## config.mk

```make
export PLATFORM = sky130hd
export DESIGN_NAME = timer8_compare_irq_regs
export DESIGN_NICKNAME = d
export VERILOG_FILES = /design/src/hw/timer8_pkg.sv /design/src/hw/timer8_compare_irq_regs.sv /design/src/hw/timer8_irq_line.sv
export SDC_FILE = /design/constraint.sdc
export NUM_CORES = 1
export LEC_CHECK = 0
export ABC_CLOCK_PERIOD_IN_PS = 3000
export BUFFER_PORTS_ARGS = -buffer_cell sky130_fd_sc_hd__buf_2
export CAP_MARGIN = 20
export CORE_AREA = 2 2 89 91
export CTS_CLUSTER_DIAMETER = 40
export DETAILED_ROUTE_END_ITERATION = 6
export DIE_AREA = 0 0 91 93
export PLACE_DENSITY = 0.72
export SLEW_MARGIN = 20
export SYNTH_ARGS = -nofsm -noshare
export SYNTH_HDL_FRONTEND = slang
export SYNTH_SLANG_ARGS = --single-unit
export TNS_END_PERCENT = 50
```

## constraint.sdc

```tcl
create_clock -name clk_in -period 3 [get_ports clk_in]
set_clock_uncertainty 0.05 [all_clocks]
set_input_delay 0.3 -clock clk_in [delete_from_list [all_inputs] [get_ports clk_in]]
set_output_delay 0.3 -clock clk_in [all_outputs]
set_load 0.05 [all_outputs]
```

## src/hw/timer8_pkg.sv

```systemverilog
// Purpose: shared constants and types for the 8-bit timer block
// Assumes: apb with 32-bit data, one register per aligned word
// Notes: offsets are byte addresses
package timer8_pkg;
   localparam logic [7:0] OFF_COUNTER = 8'h00;
   localparam logic [7:0] OFF_CMP_A = 8'h04;
   localparam logic [7:0] OFF_CMP_B = 8'h08;
   localparam logic [7:0] OFF_MASK = 8'h0c;
   localparam logic [7:0] OFF_FLAGS = 8'h10;
   localparam logic [7:0] OFF_CTRL = 8'h14;
   localparam logic [7:0] RST_COUNTER = 8'h00;
   localparam logic [7:0] RST_CMP_A = 8'h00;
   localparam logic [7:0] RST_CMP_B = 8'h00;
   localparam logic [2:0] RST_MASK = 3'h0;
   localparam logic [2:0] RST_FLAGS = 3'h0;
   localparam logic [2:0] RST_MODE = 3'h0;
   localparam logic [7:0] COUNT_MAX = 8'hff;
   localparam logic [7:0] COUNT_BOTTOM = 8'h00;
   localparam int BIT_OVF = 0;
   localparam int BIT_CMPA = 1;
   localparam int BIT_CMPB = 2;
   // control word: mode in [2:0], run in [3], force strobes in [7:6]
   localparam int CTRL_MODE_LSB = 0;
   localparam int CTRL_RUN_BIT = 3;
   localparam int CTRL_FOCB_BIT = 6;
   localparam int CTRL_FOCA_BIT = 7;
   localparam logic [2:0] MODE_NORMAL = 3'h0;
   localparam logic [2:0] MODE_PC_FF = 3'h1;
   localparam logic [2:0] MODE_CTC = 3'h2;
   localparam logic [2:0] MODE_FAST_FF = 3'h3;
   localparam logic [2:0] MODE_PC_A = 3'h5;
   localparam logic [2:0] MODE_FAST_A = 3'h7;
   typedef struct packed {
      logic [2:0] mask;
      logic [2:0] flags;
      logic global_en;
   } irq_view_t;
endpackage

```

## src/hw/timer8_compare_irq_regs.sv

```systemverilog
// Purpose: 8-bit timer counter, two compare channels, mask and flag registers
// Assumes: apb slave, timer ticks on every clk_in while running
// Notes: vector acknowledges arrive as one-cycle pulses from the cpu core
//
// The placing of the registers and the APB slave port were decided locally.
`timescale 1ns/1ps
`default_nettype none
// Operation
// - counter value readable and writable directly by software.
// - counter write blocks compare matches on the next timer tick.
// - compare a checked against counter each tick; irq or pin.
// - compare b register resets to zero, matched each tick.
// - mask and flag bits 7..3 read zero.
// - mask bit 2 enables compare b interrupt with global enable.
// - mask bit 1 enables compare a interrupt with global enable.
// - mask bit 0 enables overflow interrupt with global enable.
// - compare b match sets flag bit 2.
// - compare a match sets flag bit 1.
// - overflow sets flag bit 0; point depends on waveform mode.
// - executing a flag's vector clears that flag.
// - writing one clears a flag; zero leaves it.
// - interrupt only when global, mask and flag all one.
// - overflow at ff, at 00 phase-correct, at top variable fast.
// - force strobe sets no flag, no ctc clear; reads zero.
module timer8_compare_irq_regs (
   // clock and reset
   input wire logic clk_in,
   input wire logic rst_n_in,
   // apb slave
   input wire logic psel_in,
   input wire logic penable_in,
   input wire logic pwrite_in,
   input wire logic [7:0] paddr_in,
   input wire logic [31:0] pwdata_in,
   output logic [31:0] prdata_out,
   output logic pready_out,
   output logic pslverr_out,
   // cpu core side
   input wire logic global_irq_en_in,
   input wire logic [2:0] vector_ack_in,
   // interrupt requests
   output logic irq_ovf_out,
   output logic irq_cmp_a_out,
   output logic irq_cmp_b_out,
   // waveform pins
   output logic compare_a_pin_out,
   output logic compare_b_pin_out
);
   ////////////////////////////////////////////////////////////////////////
   logic [7:0] counter_value_reg;
   logic [7:0] compare_a_value_reg;
   logic [7:0] compare_b_value_reg;
   logic [2:0] interrupt_mask_reg;
   logic [2:0] interrupt_flags_reg;
   logic [2:0] waveform_mode_sel_reg;
   logic run_reg;
   logic down_reg;
   logic block_reg;
   logic [7:0] counter_next;
   logic down_next;
   logic [7:0] top_value;
   logic is_pwm;
   logic is_pc;
   logic match_a;
   logic match_b;
   logic ovf_hit;
   logic [2:0] flags_next;
   timer8_pkg::irq_view_t view;

   logic apb_acc;
   logic apb_wr;
   logic wr_counter;
   logic wr_ctrl;
   logic addr_ok;
   logic force_a;
   logic force_b;

   assign apb_acc = psel_in & penable_in;
   assign apb_wr = apb_acc & pwrite_in;
   assign wr_counter = apb_wr && (paddr_in == timer8_pkg::OFF_COUNTER);
   assign wr_ctrl = apb_wr && (paddr_in == timer8_pkg::OFF_CTRL);
   // forced compare only meaningful in the non-pwm modes
   assign force_a = wr_ctrl & pwdata_in[timer8_pkg::CTRL_FOCA_BIT] & ~is_pwm;
   assign force_b = wr_ctrl & pwdata_in[timer8_pkg::CTRL_FOCB_BIT] & ~is_pwm;

   always_comb begin
      addr_ok = 1'b1;
      case (paddr_in)
         timer8_pkg::OFF_COUNTER, timer8_pkg::OFF_CMP_A, timer8_pkg::OFF_CMP_B,
         timer8_pkg::OFF_MASK, timer8_pkg::OFF_FLAGS, timer8_pkg::OFF_CTRL: begin
            addr_ok = 1'b1;
         end
         default: begin
            addr_ok = 1'b0;
         end
      endcase
   end

   ////////////////////////////////////////////////////////////////////////
   // mode decode
   always_comb begin
      is_pwm = 1'b0;
      is_pc = 1'b0;
      top_value = timer8_pkg::COUNT_MAX;
      case (waveform_mode_sel_reg)
         timer8_pkg::MODE_PC_FF: begin
            is_pwm = 1'b1;
            is_pc = 1'b1;
         end
         timer8_pkg::MODE_CTC: begin
            top_value = compare_a_value_reg;
         end
         timer8_pkg::MODE_FAST_FF: begin
            is_pwm = 1'b1;
         end
         timer8_pkg::MODE_PC_A: begin
            is_pwm = 1'b1;
            is_pc = 1'b1;
            top_value = compare_a_value_reg;
         end
         timer8_pkg::MODE_FAST_A: begin
            is_pwm = 1'b1;
            top_value = compare_a_value_reg;
         end
         default: begin
            top_value = timer8_pkg::COUNT_MAX;
         end
      endcase
   end

   // compares and overflow point
   always_comb begin
      match_a = run_reg && !block_reg && (counter_value_reg == compare_a_value_reg);
      match_b = run_reg && !block_reg && (counter_value_reg == compare_b_value_reg);
      if (is_pc) begin
         ovf_hit = run_reg && (counter_value_reg == timer8_pkg::COUNT_BOTTOM) && down_reg;
      end else if (waveform_mode_sel_reg == timer8_pkg::MODE_FAST_A) begin
         ovf_hit = run_reg && (counter_value_reg == top_value);
      end else begin
         ovf_hit = run_reg && (counter_value_reg == timer8_pkg::COUNT_MAX);
      end
   end

   // next count
   always_comb begin
      counter_next = counter_value_reg;
      down_next = down_reg;
      if (run_reg) begin
         if (is_pc) begin
            if (!down_reg && counter_value_reg >= top_value) begin
               down_next = 1'b1;
               counter_next = counter_value_reg - 8'h01;
            end else if (down_reg && counter_value_reg == timer8_pkg::COUNT_BOTTOM) begin
               down_next = 1'b0;
               counter_next = counter_value_reg + 8'h01;
            end else if (down_reg) begin
               counter_next = counter_value_reg - 8'h01;
            end else begin
               counter_next = counter_value_reg + 8'h01;
            end
         end else if (waveform_mode_sel_reg != timer8_pkg::MODE_NORMAL
                      && counter_value_reg == top_value) begin
            counter_next = timer8_pkg::COUNT_BOTTOM;
            down_next = 1'b0;
         end else begin
            counter_next = counter_value_reg + 8'h01;
            down_next = 1'b0;
         end
      end
   end

   ////////////////////////////////////////////////////////////////////////
   // counter; a cpu write overrides counting
   always_ff @(posedge clk_in) begin
      if (!rst_n_in) begin
         counter_value_reg <= timer8_pkg::RST_COUNTER;
         down_reg <= 1'b0;
      end else if (wr_counter) begin
         counter_value_reg <= pwdata_in[7:0];
         down_reg <= down_reg;
      end else begin
         counter_value_reg <= counter_next;
         down_reg <= down_next;
      end
   end

   // match blocker after counter write
   always_ff @(posedge clk_in) begin
      if (!rst_n_in) begin
         block_reg <= 1'b0;
      end else if (wr_counter) begin
         block_reg <= 1'b1;
      end else if (run_reg) begin
         block_reg <= 1'b0;
      end
   end

   // software registers
   always_ff @(posedge clk_in) begin
      if (!rst_n_in) begin
         compare_a_value_reg <= timer8_pkg::RST_CMP_A;
         compare_b_value_reg <= timer8_pkg::RST_CMP_B;
         interrupt_mask_reg <= timer8_pkg::RST_MASK;
         waveform_mode_sel_reg <= timer8_pkg::RST_MODE;
         run_reg <= 1'b0;
      end else if (apb_wr) begin
         case (paddr_in)
            timer8_pkg::OFF_CMP_A: begin
               compare_a_value_reg <= pwdata_in[7:0];
            end
            timer8_pkg::OFF_CMP_B: begin
               compare_b_value_reg <= pwdata_in[7:0];
            end
            timer8_pkg::OFF_MASK: begin
               interrupt_mask_reg <= pwdata_in[2:0];
            end
            timer8_pkg::OFF_CTRL: begin
               waveform_mode_sel_reg <= pwdata_in[timer8_pkg::CTRL_MODE_LSB +: 3];
               run_reg <= pwdata_in[timer8_pkg::CTRL_RUN_BIT];
            end
            default: begin
               run_reg <= run_reg;
            end
         endcase
      end
   end

   // flags: hardware set beats vector and write-one clears
   always_comb begin
      flags_next = interrupt_flags_reg & ~vector_ack_in;
      if (apb_wr && paddr_in == timer8_pkg::OFF_FLAGS) begin
         flags_next = flags_next & ~pwdata_in[2:0];
      end
      if (match_b) begin
         flags_next[timer8_pkg::BIT_CMPB] = 1'b1;
      end
      if (match_a) begin
         flags_next[timer8_pkg::BIT_CMPA] = 1'b1;
      end
      if (ovf_hit) begin
         flags_next[timer8_pkg::BIT_OVF] = 1'b1;
      end
   end

   always_ff @(posedge clk_in) begin
      if (!rst_n_in) begin
         interrupt_flags_reg <= timer8_pkg::RST_FLAGS;
      end else begin
         interrupt_flags_reg <= flags_next;
      end
   end

   ////////////////////////////////////////////////////////////////////////
   // waveform pins: toggle on match, forced strobe toggles too
   always_ff @(posedge clk_in) begin
      if (!rst_n_in) begin
         compare_a_pin_out <= 1'b0;
         compare_b_pin_out <= 1'b0;
      end else begin
         if (match_a || force_a) begin
            compare_a_pin_out <= ~compare_a_pin_out;
         end
         if (match_b || force_b) begin
            compare_b_pin_out <= ~compare_b_pin_out;
         end
      end
   end

   ////////////////////////////////////////////////////////////////////////
   // apb: zero wait states, error on unmapped address
   always_ff @(posedge clk_in) begin
      if (!rst_n_in) begin
         pready_out <= 1'b0;
         pslverr_out <= 1'b0;
         prdata_out <= 32'h0000_0000;
      end else begin
         pready_out <= psel_in & ~penable_in;
         pslverr_out <= psel_in & ~penable_in & ~addr_ok;
         prdata_out <= 32'h0000_0000;
         if (psel_in && !penable_in && !pwrite_in) begin
            case (paddr_in)
               timer8_pkg::OFF_COUNTER: begin
                  prdata_out <= {24'h000000, counter_value_reg};
               end
               timer8_pkg::OFF_CMP_A: begin
                  prdata_out <= {24'h000000, compare_a_value_reg};
               end
               timer8_pkg::OFF_CMP_B: begin
                  prdata_out <= {24'h000000, compare_b_value_reg};
               end
               timer8_pkg::OFF_MASK: begin
                  prdata_out <= {29'h0000_0000, interrupt_mask_reg};
               end
               timer8_pkg::OFF_FLAGS: begin
                  prdata_out <= {29'h0000_0000, interrupt_flags_reg};
               end
               timer8_pkg::OFF_CTRL: begin
                  prdata_out <= {28'h000_0000, run_reg, waveform_mode_sel_reg};
               end
               default: begin
                  prdata_out <= 32'h0000_0000;
               end
            endcase
         end
      end
   end

   ////////////////////////////////////////////////////////////////////////
   // one request line per source
   assign view = '{mask: interrupt_mask_reg, flags: interrupt_flags_reg,
                   global_en: global_irq_en_in};

   timer8_irq_line u_irq_ovf (
      .clk_in(clk_in),
      .rst_n_in(rst_n_in),
      .flag_in(view.flags[timer8_pkg::BIT_OVF]),
      .enable_in(view.mask[timer8_pkg::BIT_OVF]),
      .global_in(view.global_en),
      .req_out(irq_ovf_out)
   );
   timer8_irq_line u_irq_a (
      .clk_in(clk_in),
      .rst_n_in(rst_n_in),
      .flag_in(view.flags[timer8_pkg::BIT_CMPA]),
      .enable_in(view.mask[timer8_pkg::BIT_CMPA]),
      .global_in(view.global_en),
      .req_out(irq_cmp_a_out)
   );
   timer8_irq_line u_irq_b (
      .clk_in(clk_in),
      .rst_n_in(rst_n_in),
      .flag_in(view.flags[timer8_pkg::BIT_CMPB]),
      .enable_in(view.mask[timer8_pkg::BIT_CMPB]),
      .global_in(view.global_en),
      .req_out(irq_cmp_b_out)
   );

   ////////////////////////////////////////////////////////////////////////
   a_wr_blocks_match: assert property (@(posedge clk_in) disable iff (!rst_n_in)
      wr_counter |=> !match_a && !match_b) else $error("match right after counter write");
   a_cmp_a_flag: assert property (@(posedge clk_in) disable iff (!rst_n_in)
      match_a |=> interrupt_flags_reg[1]) else $error("compare a flag not set");
   a_cmp_b_flag: assert property (@(posedge clk_in) disable iff (!rst_n_in)
      match_b |=> interrupt_flags_reg[2]) else $error("compare b flag not set");
   a_ovf_flag: assert property (@(posedge clk_in) disable iff (!rst_n_in)
      (run_reg && !is_pc && waveform_mode_sel_reg != 3'h7 && counter_value_reg == 8'hff)
      |=> interrupt_flags_reg[0]) else $error("overflow flag not set at ff");
   a_w1c_clear: assert property (@(posedge clk_in) disable iff (!rst_n_in)
      (apb_wr && paddr_in == 8'h10 && pwdata_in[1] && !match_a)
      |=> !interrupt_flags_reg[1]) else $error("write one did not clear");
   a_w0_keeps: assert property (@(posedge clk_in) disable iff (!rst_n_in)
      (interrupt_flags_reg[2] && !vector_ack_in[2] && !(apb_wr && paddr_in == 8'h10
      && pwdata_in[2])) |=> interrupt_flags_reg[2]) else $error("flag lost");
   a_vector_clear: assert property (@(posedge clk_in) disable iff (!rst_n_in)
      (vector_ack_in[0] && !ovf_hit) |=> !interrupt_flags_reg[0])
      else $error("vector did not clear overflow");
   a_irq_gate: assert property (@(posedge clk_in) disable iff (!rst_n_in)
      irq_cmp_a_out |-> $past(interrupt_flags_reg[1] && interrupt_mask_reg[1]
      && global_irq_en_in)) else $error("request without all three enables");
   a_reserved_zero: assert property (@(posedge clk_in) disable iff (!rst_n_in)
      ($past(psel_in && !penable_in && !pwrite_in && (paddr_in == 8'h0c || paddr_in == 8'h10)))
      |-> prdata_out[7:3] == 5'h00) else $error("reserved bits read nonzero");
   a_force_no_flag: assert property (@(posedge clk_in) disable iff (!rst_n_in)
      (force_a && !match_a && !interrupt_flags_reg[1] && !ovf_hit)
      |=> !interrupt_flags_reg[1]) else $error("force set a flag");
endmodule
`default_nettype wire

```

## src/hw/timer8_irq_line.sv

```systemverilog
// Purpose: one interrupt request line from flag, mask and global enable
// Assumes: all inputs on clk_in
// Notes: output registered
`timescale 1ns/1ps
`default_nettype none
module timer8_irq_line (
   // clock and reset
   input wire logic clk_in,
   input wire logic rst_n_in,
   // source
   input wire logic flag_in,
   input wire logic enable_in,
   input wire logic global_in,
   // request
   output logic req_out
);
   always_ff @(posedge clk_in) begin
      if (!rst_n_in) begin
         req_out <= 1'b0;
      end else begin
         req_out <= flag_in & enable_in & global_in;
      end
   end
endmodule
`default_nettype wire

```

==> impl_metrics.csv <==
group,metric,value,unit
job,maxCapViolations,0,
synth,yosys.area.top_type,"dfxtp_1",
worst_setup_path,required,3160,ps
layout,diodes,0,
timing,fin_ws,179,ps
synth,synth_seq_area_share,30.7,%
route,ant_nets,0,
timing,post-route-period-util,94.0,%
timing,setup_tns,0,ps
floorplan,die_area,0.00846,mm²
layout,mostFrequentLayoutCells,"49 x dfxtp_1, 46 x nor2_1, 39 x buf_2, 31 x a21oi_1, 30 x nand2_1",
timing,min_period,2820,ps
grt,antenna_found_initial,0,
layout,fill_cells,754,
layout,final_nets,504,
clock_tree,cts_hold_buf,0,
grt,grt_usage,20.4,%
synth,avgSynthCellArea,8.20,µm²
place,dp_slack,122,ps
layout,final_common_cell,"dfxtp_1",
power_and_ir_drop,max-vdd-ir-drop,0.193,mV
clock_tree,cts_num_sinks,51,
worst_setup_path,start_kind,"register",
status,outcome,"finished, final reports clean",
clock_tree,clkLatencyLatePin,320,ps
timing,setup_viol,0,
power_and_ir_drop,power.total,1.33,mW
synth,synth_edf_count,0,
route,viasPerCell,5.65,
timing,slew_headroom,60.1,%
worst_setup_path,cp_max_fo,5,
layout,fin_util,49.1,%
timing,worstMarginPinSlew,592,ps
route,drc,0,
floorplan,die_w,91,µm
route,drtPass1Iterations,5,
grt,grt_start_max_net_pins,21,
min_path,hold_class,"in2reg",
floorplan,start_util,44.1,%
worst_setup_path,cp.arrival,2980,ps
clock_tree,numCtsBuffers,5,
floorplan,ios,88,
synth,synth_cell_types,65,
place,numPortBuffers,39,
floorplan,rows,32,
route,dr.first_iter.drc_count,360,
timing,hold_viol_final,0,
clock_tree,cts_max_path_buffers,2,
place,placed_cell_area,0.00355,mm²
timing,report.final.slew_viol_count,0,
synth,ys_ff_latch,51,
synth,netlist_instances,405,
power_and_ir_drop,cellLeakagePower,1.54,nW
layout,area_growth,11.2,%
clock_tree,cts_tree,"yes",
layout,drive_above_1_share,18.8,%
synth,yosysWarnings,0,
synth,synth.cell_area,0.00332,mm²
clock_tree,path_clk_slew,110,ps
floorplan,die_h,93,µm
synth,netlist.area_leader.share,30.7,%
timing,rsz0062_at_grt,"false",
layout,layoutNonFillerInstCount,548,
route,vias,3095,
worst_setup_path,criticalPathCategory,"reg2reg",
grt,grt.overflow.total,0,
route,routedWlPerCell,15.9,µm
synth,synth_flop_cell,"dfxtp_1",
power_and_ir_drop,powerDensity,360,mW/mm²
clock_tree,ctsRootBufferMaster,"clkbuf_8",
grt,grt_first_pass_wirelength,14000,µm
floorplan,core,0.00753,mm²
clock_tree,htreeDepth,2,
synth,synth_area_leaders,"dfxtp_1 31%, buf_4 6.1%, mux2i_1 5.4%",
worst_setup_path,end_kind,"register",
timing,holdWs,174,ps
timing,max_freq,354,MHz
grt,first_global_vias,2882,
place,dp_hpwl,6490,µm
place,dp.cells,538,
place,gp_congestion,0.936,
route,routed_wl,8720,µm
synth,synthArstFlopShare,0,%
layout,post-route-cell-area,0.00369,mm²
==> cells by family (layout without fill, tap and decap cells) <==
| family | Yosys count | after routing | synth area share [%] |
|---|---|---|---|
| AND/OR/NAND/NOR | 155 | 155 | 24.8 |
| AO/OA/AOI/OAI | 89 | 89 | 19.1 |
| buffers and inverters | 60 | 78 | 10.5 |
| flip-flops | 51 | 51 | 30.7 |
| XOR/XNOR | 20 | 20 | 5.27 |
| multiplexers | 19 | 19 | 5.76 |
| adder cells (fa/ha/maj) | 10 | 10 | 3.77 |
| other | 1 | 24 | 0.113 |
==> worst max-delay path, stage by stage (launching register included) <==
cell	delay [ps]
dfxtp_2	360
nor3b_1	200
a21oi_1	70
or2_2	280
ha_1	300
nand2b_4	150
a2111oi_4	340
o211ai_2	180
and4_1	230
or3_1	300
a32o_1	240
==> metal layers <==
layer  share of wire, %  track usage (%)  wire (µm)
met1                 42             26.5       3680
met5                  0                0          0
met4                1.1             6.31         99
met2                 48             35.4       4200
met3                8.4             2.74        735
==> cells in the mapped netlist (all sizes together), types with 11 or more instances <==
library cell,n
a21oi,31
dfxtp,51
mux2i,18
xnor2,15
nand2,30
nand3,15
buf,36
o21ai,14
inv,11
nor2,47
clkbuf,12
==> final timing paths <==
check / start / endpoint / slack [ps] / cells after the start
setup / recovery: waveform_mode_sel_reg[2]$_SDFFE_PN0P_ / counter_value_reg[5]$_SDFFE_PN0P_ / 180 / 10
hold / removal: vector_ack_in[1] / interrupt_flags_reg[1]$_SDFF_PN0_ / 170 / 3
setup reg to reg: waveform_mode_sel_reg[2]$_SDFFE_PN0P_ / counter_value_reg[5]$_SDFFE_PN0P_ / 180 / 10
hold reg to reg: block_reg$_SDFFE_PN0P_ / block_reg$_SDFFE_PN0P_ / 420 / 2
==> what timing repair did <==
item	in CTS	in global routing
resized for setup	0	4
setup buffers	0	2
setup endpoints to repair	0	5
==> layout make-up <==
cell class	count	area (µm²)	area share [%]
clock inverters	3	46.3	1.25
inverters	12	45.0	1.22
repair buffers	58	338	9.15
clock buffers	5	68.8	1.86
multi-input cells	317	2040	55.4
flip-flops and latches	51	1020	27.7
well taps	102	128	3.46
==> where the power goes <==
group / leakage [nW] / switching (mW) / internal [mW]
logic: 1.07 / 0.117 / 0.0258
clock network: 0.0548 / 0.258 / 0.252
registers: 0.412 / 0.000660 / 0.678
total: 1.54 / 0.375 / 0.956
Note: power is estimated with default switching activity, not from simulation.
